==> src/design/drc_cfg.svh <==
// constants of the device reset control block
`ifndef DRC_CFG_SVH
`define DRC_CFG_SVH

// ----------------------------------------------------------------
// clock and time base
// ----------------------------------------------------------------
`define DRC_CLK_PERIOD_NS 20
`define DRC_OSC_PERIOD_NS 50
`define DRC_PERIPHERAL_CLOCK_PERIOD_NS 20

// ----------------------------------------------------------------
// glitch filter
// ----------------------------------------------------------------
`define DRC_FILT_MIN_NS 475
`define DRC_FILT_MAX_NS 2000
// one sample beyond the least time, since a short pulse may straddle an extra edge
`define DRC_FILT_CYC ((`DRC_FILT_MIN_NS + `DRC_CLK_PERIOD_NS - 1) / `DRC_CLK_PERIOD_NS + 1)
`define DRC_FILT_W 5

// ----------------------------------------------------------------
// hold and sequence times
// ----------------------------------------------------------------
`define DRC_POR_HOLD_OSC 2256
`define DRC_WARM_HOLD_PERIPHERAL_CLOCK 32
`define DRC_SEQ_OSC 3497
`define DRC_NS_TO_CYC(ns) (((ns) + `DRC_CLK_PERIOD_NS - 1) / `DRC_CLK_PERIOD_NS)
`define DRC_POR_HOLD_CYC `DRC_NS_TO_CYC(`DRC_POR_HOLD_OSC * `DRC_OSC_PERIOD_NS)
`define DRC_WARM_HOLD_CYC `DRC_NS_TO_CYC(`DRC_WARM_HOLD_PERIPHERAL_CLOCK * `DRC_PERIPHERAL_CLOCK_PERIOD_NS)
`define DRC_SEQ_CYC `DRC_NS_TO_CYC(`DRC_SEQ_OSC * `DRC_OSC_PERIOD_NS)
`define DRC_CNT_W 16

// ----------------------------------------------------------------
// status flag layout
// ----------------------------------------------------------------
`define DRC_FLAG_W 16
`define DRC_EXC_POR 15
`define DRC_EXC_WDG 13
`define DRC_EXC_STC 5
`define DRC_EXC_SW 4
`define DRC_EXC_EXT 3
`define DRC_GLB_OSC 0
`define DRC_GLB_SLIP0 8
`define DRC_GLB_SLIP1 9
`define DRC_EXC_RST 16'h8000
`define DRC_GLB_RST 16'h0000
`define DRC_RESET_VECTOR 32'h0000_0000

`endif

==> src/design/drc_pkg.sv <==
// types of the device reset control block
`include "drc_cfg.svh"
package drc_pkg;

  // sequencer phase
  typedef enum logic [1:0] {
    DRC_ST_POR,
    DRC_ST_HOLD,
    DRC_ST_RUN
  } drc_phase_t;

  // glitch filter state
  typedef struct packed {
    logic [`DRC_FILT_W-1:0] cnt;
    logic lvl;
  } drc_filt_t;

  // whole block state
  typedef struct packed {
    drc_phase_t phase;
    drc_filt_t por_filt;
    drc_filt_t pin_filt;
    logic [`DRC_CNT_W-1:0] hold_cnt;
    logic [`DRC_CNT_W-1:0] seq_cnt;
    logic pin_drive;
    logic cpu_reset_n;
    logic [`DRC_FLAG_W-1:0] exc_flags;
    logic [`DRC_FLAG_W-1:0] glb_flags;
  } drc_state_t;

endpackage

==> src/design/drc_top.sv <==
// device reset control: input filters, warm reset pin driver, cause flags
`timescale 1ns/1ps
`include "drc_cfg.svh"
module drc_top #(
  parameter int unsigned POR_HOLD_CYC = `DRC_POR_HOLD_CYC,
  parameter int unsigned SEQ_CYC = `DRC_SEQ_CYC
) (
  // clock and reset
  input wire logic clk_sys,
  input wire logic rst_b,
  // external supervisor
  input wire logic power_on_reset_in_n,
  // warm reset pin, open drain
  input wire logic warm_reset_pin_n_in,
  output logic warm_reset_pin_n_out,
  output logic warm_reset_pin_n_oe,
  // internal reset causes, one-cycle pulses
  input wire logic main_oscillator_fail,
  input wire logic pll_slip,
  input wire logic watchdog_reset,
  input wire logic debugger_reset,
  input wire logic cpu_self_test_controller_reset,
  input wire logic software_reset,
  // software clear, write one to clear
  input wire logic [`DRC_FLAG_W-1:0] exc_flags_clr,
  input wire logic [`DRC_FLAG_W-1:0] glb_flags_clr,
  // status
  output logic [`DRC_FLAG_W-1:0] exc_flags,
  output logic [`DRC_FLAG_W-1:0] glb_flags,
  // cpu side
  output logic cpu_reset_n,
  output logic [31:0] cpu_boot_addr,
  output logic device_reset_active
);
  import drc_pkg::*;

  // ----------------------------------------------------------------
  // overview
  // ----------------------------------------------------------------
  // all times are counted in clk_sys edges from the edge that takes a request
  // - each input filter needs a full window of equal samples before it takes a
  //   new level, so a short glitch never reaches the sequencing logic
  // - power-on: pin driven and cpu held while the supervisor input is low; on its
  //   filtered release the hold counter and the power-up sequence counter start
  // - warm cause: flag set and pin driven on the edge that takes it, released
  //   when the hold runs out; a further cause while holding only lengthens it
  // - an outside pull counts only as a filtered falling edge while we are not driving
  // - the cpu leaves reset once the pin is released and seen high again, so a
  //   board that keeps the pin low keeps the cpu in reset as well
  // - a clear strobe and a cause in one cycle leave the flag set, so software
  //   never loses an event that raced with its own clear
  // limitation: oscillator and peripheral clock periods are build-time constants,
  // so hold times become clk_sys edges by a conversion that always rounds up

  // ----------------------------------------------------------------
  // helpers
  // ----------------------------------------------------------------

  // a level is accepted only once stable for the whole filter window;
  // any bounce restarts the count, so short pulses never get through
  function automatic drc_filt_t drc_filter(input drc_filt_t cur, input logic raw);
    drc_filt_t nxt;
    nxt = cur;
    if (raw == cur.lvl) begin
      nxt.cnt = '0;
    end else if (cur.cnt == `DRC_FILT_W'(`DRC_FILT_CYC - 1)) begin
      nxt.lvl = raw;
      nxt.cnt = '0;
    end else begin
      nxt.cnt = cur.cnt + `DRC_FILT_W'(1);
    end
    return nxt;
  endfunction

  // extend a hold count, never shorten one already running
  function automatic logic [`DRC_CNT_W-1:0] drc_extend(input logic [`DRC_CNT_W-1:0] cur,
                                                     input logic [`DRC_CNT_W-1:0] req);
    return (req > cur) ? req : cur;
  endfunction

  // count down to zero and stay there, so a finished count never wraps
  function automatic logic [`DRC_CNT_W-1:0] drc_countdown(input logic [`DRC_CNT_W-1:0] cur);
    logic [`DRC_CNT_W-1:0] nxt;
    nxt = cur;
    if (cur != '0) begin
      nxt = cur - `DRC_CNT_W'(1);
    end
    return nxt;
  endfunction

  // hold and sequence lengths in clk_sys edges
  localparam logic [`DRC_CNT_W-1:0] POR_HOLD = `DRC_CNT_W'(POR_HOLD_CYC);
  localparam logic [`DRC_CNT_W-1:0] SEQ_LEN = `DRC_CNT_W'(SEQ_CYC);
  localparam logic [`DRC_CNT_W-1:0] WARM_HOLD = `DRC_CNT_W'(`DRC_WARM_HOLD_CYC);

  // ----------------------------------------------------------------
  // state
  // ----------------------------------------------------------------
  // registered state and its next value
  drc_state_t state_reg;
  drc_state_t state_next;
  // filter outputs and decoded requests of this cycle
  drc_filt_t por_f;
  drc_filt_t pin_f;
  logic por_seen;
  logic ext_req;
  logic warm_req;
  logic [`DRC_FLAG_W-1:0] exc_set;
  logic [`DRC_FLAG_W-1:0] glb_set;

  // filtered inputs and cause decode
  always_comb begin
    por_f = drc_filter(state_reg.por_filt, power_on_reset_in_n);
    pin_f = drc_filter(state_reg.pin_filt, warm_reset_pin_n_in);
    por_seen = !por_f.lvl;
    // a filtered falling edge while we are not pulling the pin is someone else's request;
    // our own release is ignored because the filtered level only rises then
    ext_req = state_reg.pin_filt.lvl && !pin_f.lvl && !state_reg.pin_drive;
    // every cause but power-on leads to the same warm hold
    warm_req = main_oscillator_fail || pll_slip || watchdog_reset || debugger_reset ||
               cpu_self_test_controller_reset || software_reset || ext_req;
    // one flag per cause, but watchdog and debugger share bit 13; a pll slip marks two bits at once
    exc_set = '0;
    glb_set = '0;
    exc_set[`DRC_EXC_WDG] = watchdog_reset || debugger_reset;
    exc_set[`DRC_EXC_STC] = cpu_self_test_controller_reset;
    exc_set[`DRC_EXC_SW] = software_reset;
    exc_set[`DRC_EXC_EXT] = ext_req;
    glb_set[`DRC_GLB_OSC] = main_oscillator_fail;
    glb_set[`DRC_GLB_SLIP0] = pll_slip;
    glb_set[`DRC_GLB_SLIP1] = pll_slip;
  end

  // next state
  always_comb begin
    state_next = state_reg;
    // filters always advance, whatever the phase
    state_next.por_filt = por_f;
    state_next.pin_filt = pin_f;
    // both counters run down on their own and stop at zero
    state_next.hold_cnt = drc_countdown(state_reg.hold_cnt);
    state_next.seq_cnt = drc_countdown(state_reg.seq_cnt);
    // flags: hardware set wins over a clear in the same cycle
    state_next.exc_flags = (state_reg.exc_flags & ~exc_flags_clr) | exc_set;
    state_next.glb_flags = (state_reg.glb_flags & ~glb_flags_clr) | glb_set;
    unique case (state_reg.phase)
      DRC_ST_POR: begin
        // pin held low all through power-on reset
        if (!por_seen) begin
          state_next.phase = DRC_ST_HOLD;
          state_next.hold_cnt = POR_HOLD;
          state_next.seq_cnt = SEQ_LEN;
        end
      end
      DRC_ST_HOLD: begin
        // a new cause while holding may only lengthen the hold
        if (warm_req) begin
          state_next.hold_cnt = drc_extend(state_next.hold_cnt, WARM_HOLD);
        end
        if (state_reg.hold_cnt == '0 && state_reg.seq_cnt == '0) begin
          state_next.phase = DRC_ST_RUN;
        end
      end
      DRC_ST_RUN: begin
        // any cause from run starts a fresh warm hold
        if (warm_req) begin
          state_next.phase = DRC_ST_HOLD;
          state_next.hold_cnt = WARM_HOLD;
        end
      end
    endcase
    // power-on reset overrides everything and restarts the flags
    if (por_seen) begin
      state_next.phase = DRC_ST_POR;
      state_next.hold_cnt = '0;
      state_next.seq_cnt = '0;
      state_next.exc_flags = `DRC_EXC_RST;
      state_next.exc_flags[`DRC_EXC_POR] = 1'b1;
      state_next.glb_flags = `DRC_GLB_RST;
    end
    // drive the pin for any reset condition still pending
    state_next.pin_drive = (state_next.phase != DRC_ST_RUN) || (state_next.hold_cnt != '0);
    // cpu leaves reset only once the sequence is over and nobody holds the pin
    state_next.cpu_reset_n = (state_next.phase == DRC_ST_RUN) && pin_f.lvl;
  end

  // ----------------------------------------------------------------
  // registers
  // ----------------------------------------------------------------

  // internal reset looks like a fresh power-up: pin low, filters at the active level
  always_ff @(posedge clk_sys or negedge rst_b) begin
    if (!rst_b) begin
      state_reg.phase <= DRC_ST_POR;
      state_reg.por_filt <= '0;
      state_reg.pin_filt <= '0;
      state_reg.hold_cnt <= '0;
      state_reg.seq_cnt <= '0;
      state_reg.pin_drive <= 1'b1;
      state_reg.cpu_reset_n <= 1'b0;
      state_reg.exc_flags <= `DRC_EXC_RST;
      state_reg.glb_flags <= `DRC_GLB_RST;
    end else begin
      state_reg <= state_next;
    end
  end

  // ----------------------------------------------------------------
  // outputs
  // ----------------------------------------------------------------

  // open drain: the output value is always low, only the enable moves
  assign warm_reset_pin_n_out = 1'b0;
  assign warm_reset_pin_n_oe = state_reg.pin_drive;
  // status and cpu side straight from the state register
  assign exc_flags = state_reg.exc_flags;
  assign glb_flags = state_reg.glb_flags;
  assign cpu_reset_n = state_reg.cpu_reset_n;
  // the first fetch always starts at the reset vector
  assign cpu_boot_addr = `DRC_RESET_VECTOR;
  assign device_reset_active = state_reg.pin_drive;

endmodule // drc_top

==> config.mk <==
export PLATFORM = sky130hd
export DESIGN_NAME = drc_top
export DESIGN_NICKNAME = d
export VERILOG_FILES = /design/src/design/drc_pkg.sv /design/src/design/drc_top.sv
export VERILOG_INCLUDE_DIRS = /design/src /design/src/design
export SDC_FILE = /design/constraint.sdc
export NUM_CORES = 1
export LEC_CHECK = 0
export BUFFER_PORTS_ARGS = -buffer_cell sky130_fd_sc_hd__buf_2
export CAP_MARGIN = 10
export CORE_MARGIN = 3
export CORE_UTILIZATION = 48
export DETAILED_ROUTE_END_ITERATION = 6
export GPL_TIMING_DRIVEN = 0
export PLACE_DENSITY = 0.72
export SETUP_SLACK_MARGIN = 0.15
export SLEW_MARGIN = 30
export SYNTH_ARGS = -nofsm -noshare
export SYNTH_HDL_FRONTEND = slang
export SYNTH_SLANG_ARGS = --single-unit
==> constraint.sdc <==
create_clock -name clk_sys -period 2.9 [get_ports clk_sys]
set_input_delay 0.58 -clock clk_sys [delete_from_list [all_inputs] [get_ports clk_sys]]
set_output_delay 0.58 -clock clk_sys [all_outputs]
set_load 0.005 [all_outputs]
==> results of run 1 <==
==> synth_stat cells, drive strengths merged (2+ instances only) <==
cell,count
nor2b,3
nor2,44
a311oi,2
nor3b,28
o21ba,3
ha,10
nand2,15
or3b,3
a211oi,3
nand4b,3
xor2,9
or2,5
and2,4
or4,10
o31ai,3
o21ai,8
buf,67
nand4,3
nor3,18
dfrtp,78
inv,19
dfstp,2
nand3,6
or3,9
a21oi,27
nand2b,2
clkbuf,9
o21a,4
nor4,7
a2111oi,2
xnor2,11
mux2i,5
==> per-stage QoR <==
step           utilization (%)  area, um2  worst slack [ns]  instances  hold slack (ns)
6_report                  62.0       5440             0.112        680           0.0515
5_1_grt                   62.0       5440           -0.0262        680           0.0336
4_1_cts                   60.5       5300           0.00852        673           0.0429
3_5_place_dp              57.4       5030            -0.341        654            0.429
3_3_place_gp              57.0       4990            -0.346        653            0.463
2_1_floorplan                -       4480             0.182        469            0.284
==> worst register-to-register path: stages, from the launching register on <==
cell       delay, ns
dfrtp_1         0.41
inv_2           0.13
ha_4            0.15
or3b_4          0.40
nor3_4          0.20
mux2_4          0.34
a2111oi_4       0.40
nand4_2         0.21
a311oi_2        0.34
nand4bb_1       0.17
==> cells by family after synthesis <==
kind of cell,share of synthesized area (%)
other,0.0861
adder cells (fa/ha/maj),2.87
buffers and inverters,14.0
multiplexers,1.41
AND/OR/NAND/NOR,22.5
flip-flops,46.0
AO/OA/AOI/OAI,9.08
XOR/XNOR,4.02
==> area by class of cell <==
type,count,area (um2)
inverters,19,71.3
clock inverters,6,93.8
clock buffers,10,128
well taps,108,135
multi-input cells,294,1970
flip-flops and latches,80,2000
fillers,713,3330
plain buffers,76,543
repair buffers,87,489
==> power breakdown <==
group	leakage, uW	internal, uW	switching, uW
clock network	0.000107	490	415
logic	0.00157	242	264
registers	0.00107	1150	42.7
==> metal layers <==
layer | GRT usage, % | vias to the layer above
met1 | 24.0 | 1601
met5 | 0 | -
li1 | - | 1680
met3 | 4.06 | 7
met4 | 3.89 | 0
met2 | 28.9 | 118
==> what timing repair did <==
item | CTS | global route
gates resized for setup | 7 | 19
endpoints found under the setup margin | 19 | 19
gates cloned | 0 | 0
pin swaps | 3 | 12
setup buffers | 3 | 7
==> cells in the final DEF, fill, tap and decap left out, types with 4 or more instances in the layout <==
master / instances
and2_1: 4
ha_1: 8
buf_4: 76
buf_2: 75
or3_1: 8
or2_2: 4
a21oi_1: 26
nor4_1: 4
inv_1: 16
conb_1: 33
xor2_1: 9
nor3_1: 15
clkbuf_8: 9
nor2_1: 44
clkbuf_1: 8
dfrtp_1: 78
or4_1: 7
nand3_1: 6
o21a_1: 4
o21ai_0: 7
mux2i_1: 5
nor3b_1: 27
nand2_1: 15
xnor2_1: 11
==> worst paths after layout <==
| kind | from | end | cells after the start |
|---|---|---|---|
| hold / removal | rst_b | state_reg[69] | 1 |
| hold reg to reg | exc_flags[15] | exc_flags[15] | 2 |
| setup reg to reg | state_reg[50] | device_reset_active | 9 |
| max in group asynchronous | rst_b | exc_flags[15] | 2 |
| setup / recovery | state_reg[50] | device_reset_active | 9 |
| min in group clk_sys | glb_flags_clr[3] | glb_flags[3] | 2 |
==> flow_summary.ini, run 1 <==
[place]
gp_congestion = 0.861
port_buffers = 76
dp_hpwl_mm = 6.76

[logic_synthesis]
ys_ff_latch = 80
seq_area_frac_synth_pct = 46.0
synth_area_um2 = 4360
ys_types = 58
syn-mean-instance-area_um2 = 9.97
synth_flop_cell = dfrtp_1
async_reset_ff_share_pct = 100
yosysTopAreaCell = dfrtp_1
synth_edf_count = 0
yosysWarnings = 0
synth_top_area_share_pct = 44.8
synthTopCellsByArea = dfrtp_1 (45%), buf_4 (12%), nor3b_1 (4.8%)
synth_cells = 437

[routing]
firstDrtPassIters = 4
top_layer = met4
wl_met3_um = 680
ant_nets = 0
met2_length_mm = 4.45
drt-initial-drc-count = 105
m1WireLength_mm = 4.12
routed_wl_mm = 9.30
via_per_inst = 5.01
drc = 0
wl_per_cell_um = 13.7
vias = 3406

[worst_setup_path]
cpMaxStageDelayCell = dfrtp_1
end_kind = register
cp.buffers_inverters = 1
crit_family = simple AND/OR/NAND/NOR gates
path_class = reg -> reg
worstPathCellList = inv_2 -> ha_4 -> or3b_4 -> nor3_4 -> mux2_4 -> a2111oi_4 -> nand4_2 -> a311oi_2 -> nand4bb_1
startpoint_type = register
cp.required_ns = 3.19
critPathArrivalTime_ns = 3.08
cp_slowest_stage_delay_ns = 0.41
crit_path_max_fanout = 4
r2r_slack_ns = 0.11

[clock_tree]
cts_max_level = 3
cts.sinks = 80
clock_path_buffers = 2
numCtsBuffers = 9
cts_tree = built
cts_hold_buf = 0
cts_root_buffer = clkbuf_8
worstSkewPairLatency_ns = 0.34
cts.clk_slew.worst_paths_ns = 0.09

[grt]
gr-total-overflow = 0
grt_pass1_wl_mm = 14.7
grt_pass1_vias = 3229
antenna_found_initial = 0
grt_start_max_net_pins = 64
grt_usage_pct = 17.6

[sta]
final_max_slew_viol_count = 0
rsz0062_at_grt = yes
min_period_ns = 2.79
worst_slew_pin_slew_ns = 0.696
fin_skew_ns = 0.0103
setup_viol = 0
period_share_pct = 96.1
finalHoldViolCount = 0
timing.fmax_ghz = 0.359
slew_headroom_pct = 52.3
final.setup.tns_ns = 0

[pwr]
peakVddDrop_mv = 0.279
powerDensity_nw_per_um2 = 480
power_leakage_uw = 0.00275
total_power_uw = 2610

[floorplan]
start_util_pct = 49.7
rows = 34
num_io_pins = 110
die_h_um = 101
core-area_um2 = 8760
die_x_um = 101
die_area_um2 = 10300

[job]
max_cap_viol_count = 0

[final_layout]
nets = 619
largest_reg_flops = 46
diodes = 0
drive_gt1_share_pct = 36.2
syn2layout_area_growth_pct = 24.8

[hold_path]
hold_class = in -> async

[outcome]
outcome = complete, no violations
Note: power is estimated with default switching activity, not from simulation.
==> inputs of run 2 (changes only) <==
ABC_AREA = 1   (was not set)
CORE_UTILIZATION = 50   (was 48)
PLACE_DENSITY = 0.71   (was 0.72)
clock period = 2.78 ns   (was 2.9 ns; I/O delays follow)
==> flow_summary.ini, run 2 <==
[logic_synthesis]
yosysWarnings = 0
async_reset_ff_share_pct = 100
synth_area_um2 = 4610
muxShareOfSynthArea_pct = 0
synth_top_area_share_pct = 42.4
synth-adder-area-share_pct = 2.72
syn-mean-instance-area_um2 = 7.68
synth_compound_area_share_pct = 6.03
synth_xor_area_share_pct = 1.90
yosys.area_share.simple_pct = 26.9
synth_cells = 600
synthTopCellsByArea = dfrtp_1 (42%), buf_4 (11%), nand2_1 (9.5%)
synth_edf_count = 0
yosysMostFrequentCell = nand2_1
seq_area_frac_synth_pct = 43.5
ys_types = 39
ys_top_cells_by_count = nand2_1 (116), nor2_1 (103), dfrtp_1 (78)
ys_ff_latch = 80
yosysTopAreaCell = dfrtp_1
synth_flop_cell = dfrtp_1
synth_top_family_by_area = simple AND/OR/NAND/NOR gates

[worst_setup_path]
cp.required_ns = 3.07
timing.rr.start = state_reg[50]
end_kind = register
startpoint_type = register
path_class = reg -> reg
reg2reg_to = device_reset_active
critPathArrivalTime_ns = 2.71
crit_start = state_reg[50]
crit_end = device_reset_active
ff2ff_path_depth = 18
crit_path_max_fanout = 10
r2r_slack_ns = 0.36

[floorplan]
die_h_um = 102
die_x_um = 102
core-area_um2 = 8850
die_area_um2 = 10400
num_io_pins = 110
rows = 34
start_util_pct = 52.1

[routing]
ant_nets = 0
routed_wl_mm = 9.58
vias = 3920
firstDrtPassIters = 4
wl_per_cell_um = 11.5
drc = 0
drt-initial-drc-count = 149
via_per_inst = 4.69

[place]
port_buffers = 76
gp_congestion = 0.953
dp_hpwl_mm = 7.51

[job]
max_cap_viol_count = 0

[clock_tree]
worstSkewPairLatency_ns = 0.35
clock_path_buffers = 2
cts_root_buffer = clkbuf_8
numCtsBuffers = 9
cts_max_level = 3
cts.sinks = 80
cts_tree = built
cts.clk_slew.worst_paths_ns = 0.10

[final_layout]
postLayoutCoreUtil_pct = 62.3
drive_gt1_share_pct = 28.4
mostFrequentLayoutCell = nand2_1
syn2layout_area_growth_pct = 19.7
nets = 775
largest_reg_flops = 46
diodes = 0
final_cell_mix = nand2_1 (115), nor2_1 (99), dfrtp_1 (78)

[grt]
grt_start_max_net_pins = 53
top_usage_layer = met2
antenna_found_initial = 0
gr-total-overflow = 0
grt_pass1_vias = 3753
grt_usage_pct = 19.4
met1_usage_pct = 24.4
grt_use_met3_pct = 4.71
grt_pass1_wl_mm = 16.2
grt_use_met2_pct = 33.3

[pwr]
p_switching_uw = 547
seqPwrFrac_pct = 55.3
peakVddDrop_mv = 0.253
power.share.switching_pct = 25.7
powerDensity_nw_per_um2 = 386
p_int_uw = 1580
p_clk_share_pct = 38.4
total_power_uw = 2130
power_leakage_uw = 0.00325
combPwrFrac_pct = 6.3

[sta]
fin_skew_ns = 0.0125
final.setup.tns_ns = 0
rsz0062_at_grt = no
slew_headroom_pct = 67.2
final_max_slew_viol_count = 0
timing.fmax_ghz = 0.413
setup_viol = 0
worst_slew_pin_slew_ns = 0.487
finalHoldViolCount = 0
min_period_ns = 2.42
period_share_pct = 87.1

[outcome]
outcome = complete, no violations

[hold_path]
hold_class = in -> async
==> run 2: how the worst min path moves through the flow <==
stage	startpoint	end	slack, ns
2_1_floorplan	rst_b	cpu_reset_n	0.26
5_1_grt	rst_b	exc_flags[8]	0.06
4_1_cts	rst_b	state_reg[67]	0.05
6_report	rst_b	state_reg[67]	0.06
3_3_place_gp	state_reg[67]	state_reg[67]	0.45
3_5_place_dp	rst_b	state_reg[67]	0.45
==> run 2: layer usage <==
metal | share of wire (%) | vias up | wire length, um
li1 | - | 1990 | -
met1 | 44 | 1815 | 4200
met2 | 49 | 102 | 4660
met3 | 6.2 | 13 | 590
met4 | 1.5 | 0 | 139
met5 | 0 | - | 0
==> run 2: area by class of cell <==
| cell class | count | area (um2) |
|---|---|---|
| Fill cell | 841 | 3340 |
| Buffer | 71 | 523 |
| Timing Repair Buffer | 80 | 437 |
| Clock inverter | 7 | 62.6 |
| Tap cell | 108 | 135 |
| Clock buffer | 9 | 124 |
| Inverter | 92 | 347 |
| Multi-Input combinational cell | 389 | 1880 |
| Sequential cell | 80 | 2000 |
==> run 2: cells by family (layout without fill, tap and decap cells) <==
kind of cell,after synthesis,in the layout
AO/OA/AOI/OAI,50,50
XOR/XNOR,10,10
adder cells (fa/ha/maj),10,10
buffers and inverters,163,259
flip-flops,80,80
other,1,33
AND/OR/NAND/NOR,286,286
==> run 2: repair_timing <==
action,CTS,global route
hold buffers,0,0
setup endpoints to repair,0,1
resized for setup,0,7
buffers inserted,0,3
==> run 2: worst max-delay path, stage by stage, from the launching register on <==
cell and delay, ns:
dfrtp_1 0.39, inv_2 0.11, ha_1 0.18, clkinv_2 0.07, nor2_2 0.14, nand2_4 0.08, nor2_8 0.15, inv_2 0.07
buf_6 0.14, nand2_2 0.07, nand2_1 0.07, nor2_2 0.19, nand3_4 0.14, nand2_1 0.10, inv_2 0.04, nor2_1 0.08
nand3_1 0.12, nor2_2 0.16, nand2_1 0.06
==> run 2: metrics by stage <==
| step | worst slack [ns] | instances | instance area, um2 | hold slack, ns |
|---|---|---|---|---|
| final | 0.360 | 836 | 5510 | 0.0598 |
| after global routing | 0.156 | 836 | 5510 | 0.0562 |
| after CTS | 0.254 | 833 | 5460 | 0.0505 |
| after detailed placement | 0.215 | 817 | 5280 | 0.450 |
| after global placement | 0.188 | 816 | 5240 | 0.451 |
| after floorplan | 0.780 | 632 | 4730 | 0.260 |
==> run 2: power groups by stage <==
stage	clock network, uW	logic [uW]	registers [uW]
3_5_place_dp	0	135	1200
4_1_cts	848	135	1180
3_3_place_gp	0	126	1200
6_report	817	135	1180
2_1_floorplan	0	69.7	1200
5_1_grt	899	156	1180
==> inputs of run 3 (changes only) <==
CORE_UTILIZATION = 45   (was 50)
CTS_BUF_LIST = sky130_fd_sc_hd__clkbuf_4 sky130_fd_sc_hd__clkbuf_8 sky130_fd_sc_hd__clkbuf_16   (was not set)
PLACE_DENSITY = 0.65   (was 0.71)
==> flow_summary.ini, run 3 (synthesis results as in run 2) <==
[job]
max_cap_viol_count = 0

[grt]
grt_start_max_net_pins = 57
grt_pass1_vias = 3691
gr-total-overflow = 0
antenna_found_initial = 0
grt_usage_pct = 17.2
grt_pass1_wl_mm = 16.0

[sta]
final_max_slew_viol_count = 0
timing.fmax_ghz = 0.408
setup_viol = 0
rsz0062_at_grt = no
slew_headroom_pct = 66.8
min_period_ns = 2.45
fin_skew_ns = 0.00833
worst_slew_pin_slew_ns = 0.493
holdWs_ns = 0.0400
final.setup.tns_ns = 0
period_share_pct = 88.2
finalHoldViolCount = 0

[final_layout]
postLayoutCoreUtil_pct = 56.5
final_cell_area_um2 = 5570
diodes = 0
largest_reg_flops = 46
mostFrequentLayoutCell = nand2_1
syn2layout_area_growth_pct = 20.9
fill_cells = 947
final_cell_mix = nand2_1 (116), nor2_1 (101), dfrtp_1 (78)
drive_gt1_share_pct = 27.9
nets = 775

[worst_setup_path]
cpMaxStageDelayCell = dfrtp_1
crit_family = simple AND/OR/NAND/NOR gates
cp.required_ns = 3.07
startpoint_type = register
crit_path_max_fanout = 10
end_kind = register
cp_slowest_stage_delay_ns = 0.39
cp.buffers_inverters = 5
worstPathCellList = inv_2 -> ha_1 -> clkinv_2 -> nor2_2 -> nand2_4 -> nor2_8 -> inv_2 -> buf_6 -> nand2_2 -> nand2_1 -> nor2_1 -> nand3_4 -> nand2_1 -> inv_2 -> nor2_1 -> nand3_1 -> nor2_1 -> nand2_1
critPathArrivalTime_ns = 2.74
path_class = reg -> reg

[place]
port_buffers = 76
gp_congestion = 0.891
place_area_um2 = 5310
dp_hpwl_mm = 7.27

[pwr]
total_power_uw = 2270
peakVddDrop_mv = 0.217
powerDensity_nw_per_um2 = 407
power_leakage_uw = 0.00326

[floorplan]
die_area_um2 = 11500
num_io_pins = 110
start_util_pct = 46.7
rows = 36
die_x_um = 107
core-area_um2 = 9860
die_h_um = 107

[hold_path]
hold_class = in -> async

[clock_tree]
worstSkewPairLatency_ns = 0.36
numCtsBuffers = 9
cts_max_level = 3
cts_tree = built
cts.clk_slew.worst_paths_ns = 0.09
clock_path_buffers = 2
cts_hold_buf = 0
cts.sinks = 80
cts_root_buffer = clkbuf_8

[routing]
wl_per_cell_um = 11.0
via_per_inst = 4.44
ant_nets = 0
routed_wl_mm = 9.43
firstDrtPassIters = 4
drc = 0
vias = 3820
drt-initial-drc-count = 166

[outcome]
outcome = complete, no violations
-- run 3: cell types whose count changed in the layout (fill, tap and decap cells not counted), moves of 2 or more --
cell | before | now
nor2_1 | 99 | 101
nor2_2 | 12 | 9
bufinv_16 | 0 | 2
clkinv_4 | 2 | 0
-- run 3: layout make-up --
cell class / count / area (um2) / area share (%)
sequential: 80 / 2000 / 36.0
multi-input combinational: 389 / 1880 / 33.7
buffer: 71 / 523 / 9.39
timing repair buffer: 80 / 437 / 7.84
inverter: 92 / 347 / 6.22
tap: 133 / 166 / 2.99
clock buffer: 9 / 124 / 2.22
clock inverter: 6 / 92.6 / 1.66
-- run 3: metrics by stage --
stage,instances,setup slack (ns)
finish,860,0.328
global route,860,0.151
CTS,857,0.268
detailed placement,842,0.290
global placement,841,0.247
floorplan,632,0.780
-- run 3: worst reg2reg max path, delay by kind of cell (launching register included) --
kind / cells / cell delay [ns]
and+or+nand+nor: 12 / 1.38
buffers and inverters: 5 / 0.43
DFF: 1 / 0.39
adders and majority gates: 1 / 0.17
-- run 3: layer usage --
metal / vias up / GRT usage [%] / share of wire [%]
met2: 79 / 30.3 / 50
met4: 0 / 5.84 / 1.7
met1: 1737 / 21.0 / 44
met5: - / 0 / 0
li1: 1988 / - / -
met3: 16 / 3.31 / 4.5
-- run 3: power breakdown --
part           leakage (uW)  internal, uW  total (uW)  switching [uW]
Clock              0.000102           507         960             453
Combinational       0.00206          67.6         133            65.7
Sequential          0.00110          1170        1180            5.72
-- run 3: final timing paths --
| kind | to | depth (start not counted) | from | slack, ns |
|---|---|---|---|---|
| max | device_reset_active | 18 | state_reg[50] | 0.33 |
| min | state_reg[63] | 1 | rst_b | 0.04 |
| max reg2reg | device_reset_active | 18 | state_reg[50] | 0.33 |
| min reg2reg | state_reg[67] | 1 | state_reg[67] | 0.47 |
| max in group asynchronous | device_reset_active | 2 | rst_b | 2.15 |
| min in group clk_sys | glb_flags[15] | 2 | glb_flags_clr[15] | 0.32 |
-- run 3: timing repair --
item / CTS / global route
buffers inserted: 0 / 3
endpoints found under the setup margin: 0 / 1
resized for setup: 0 / 5
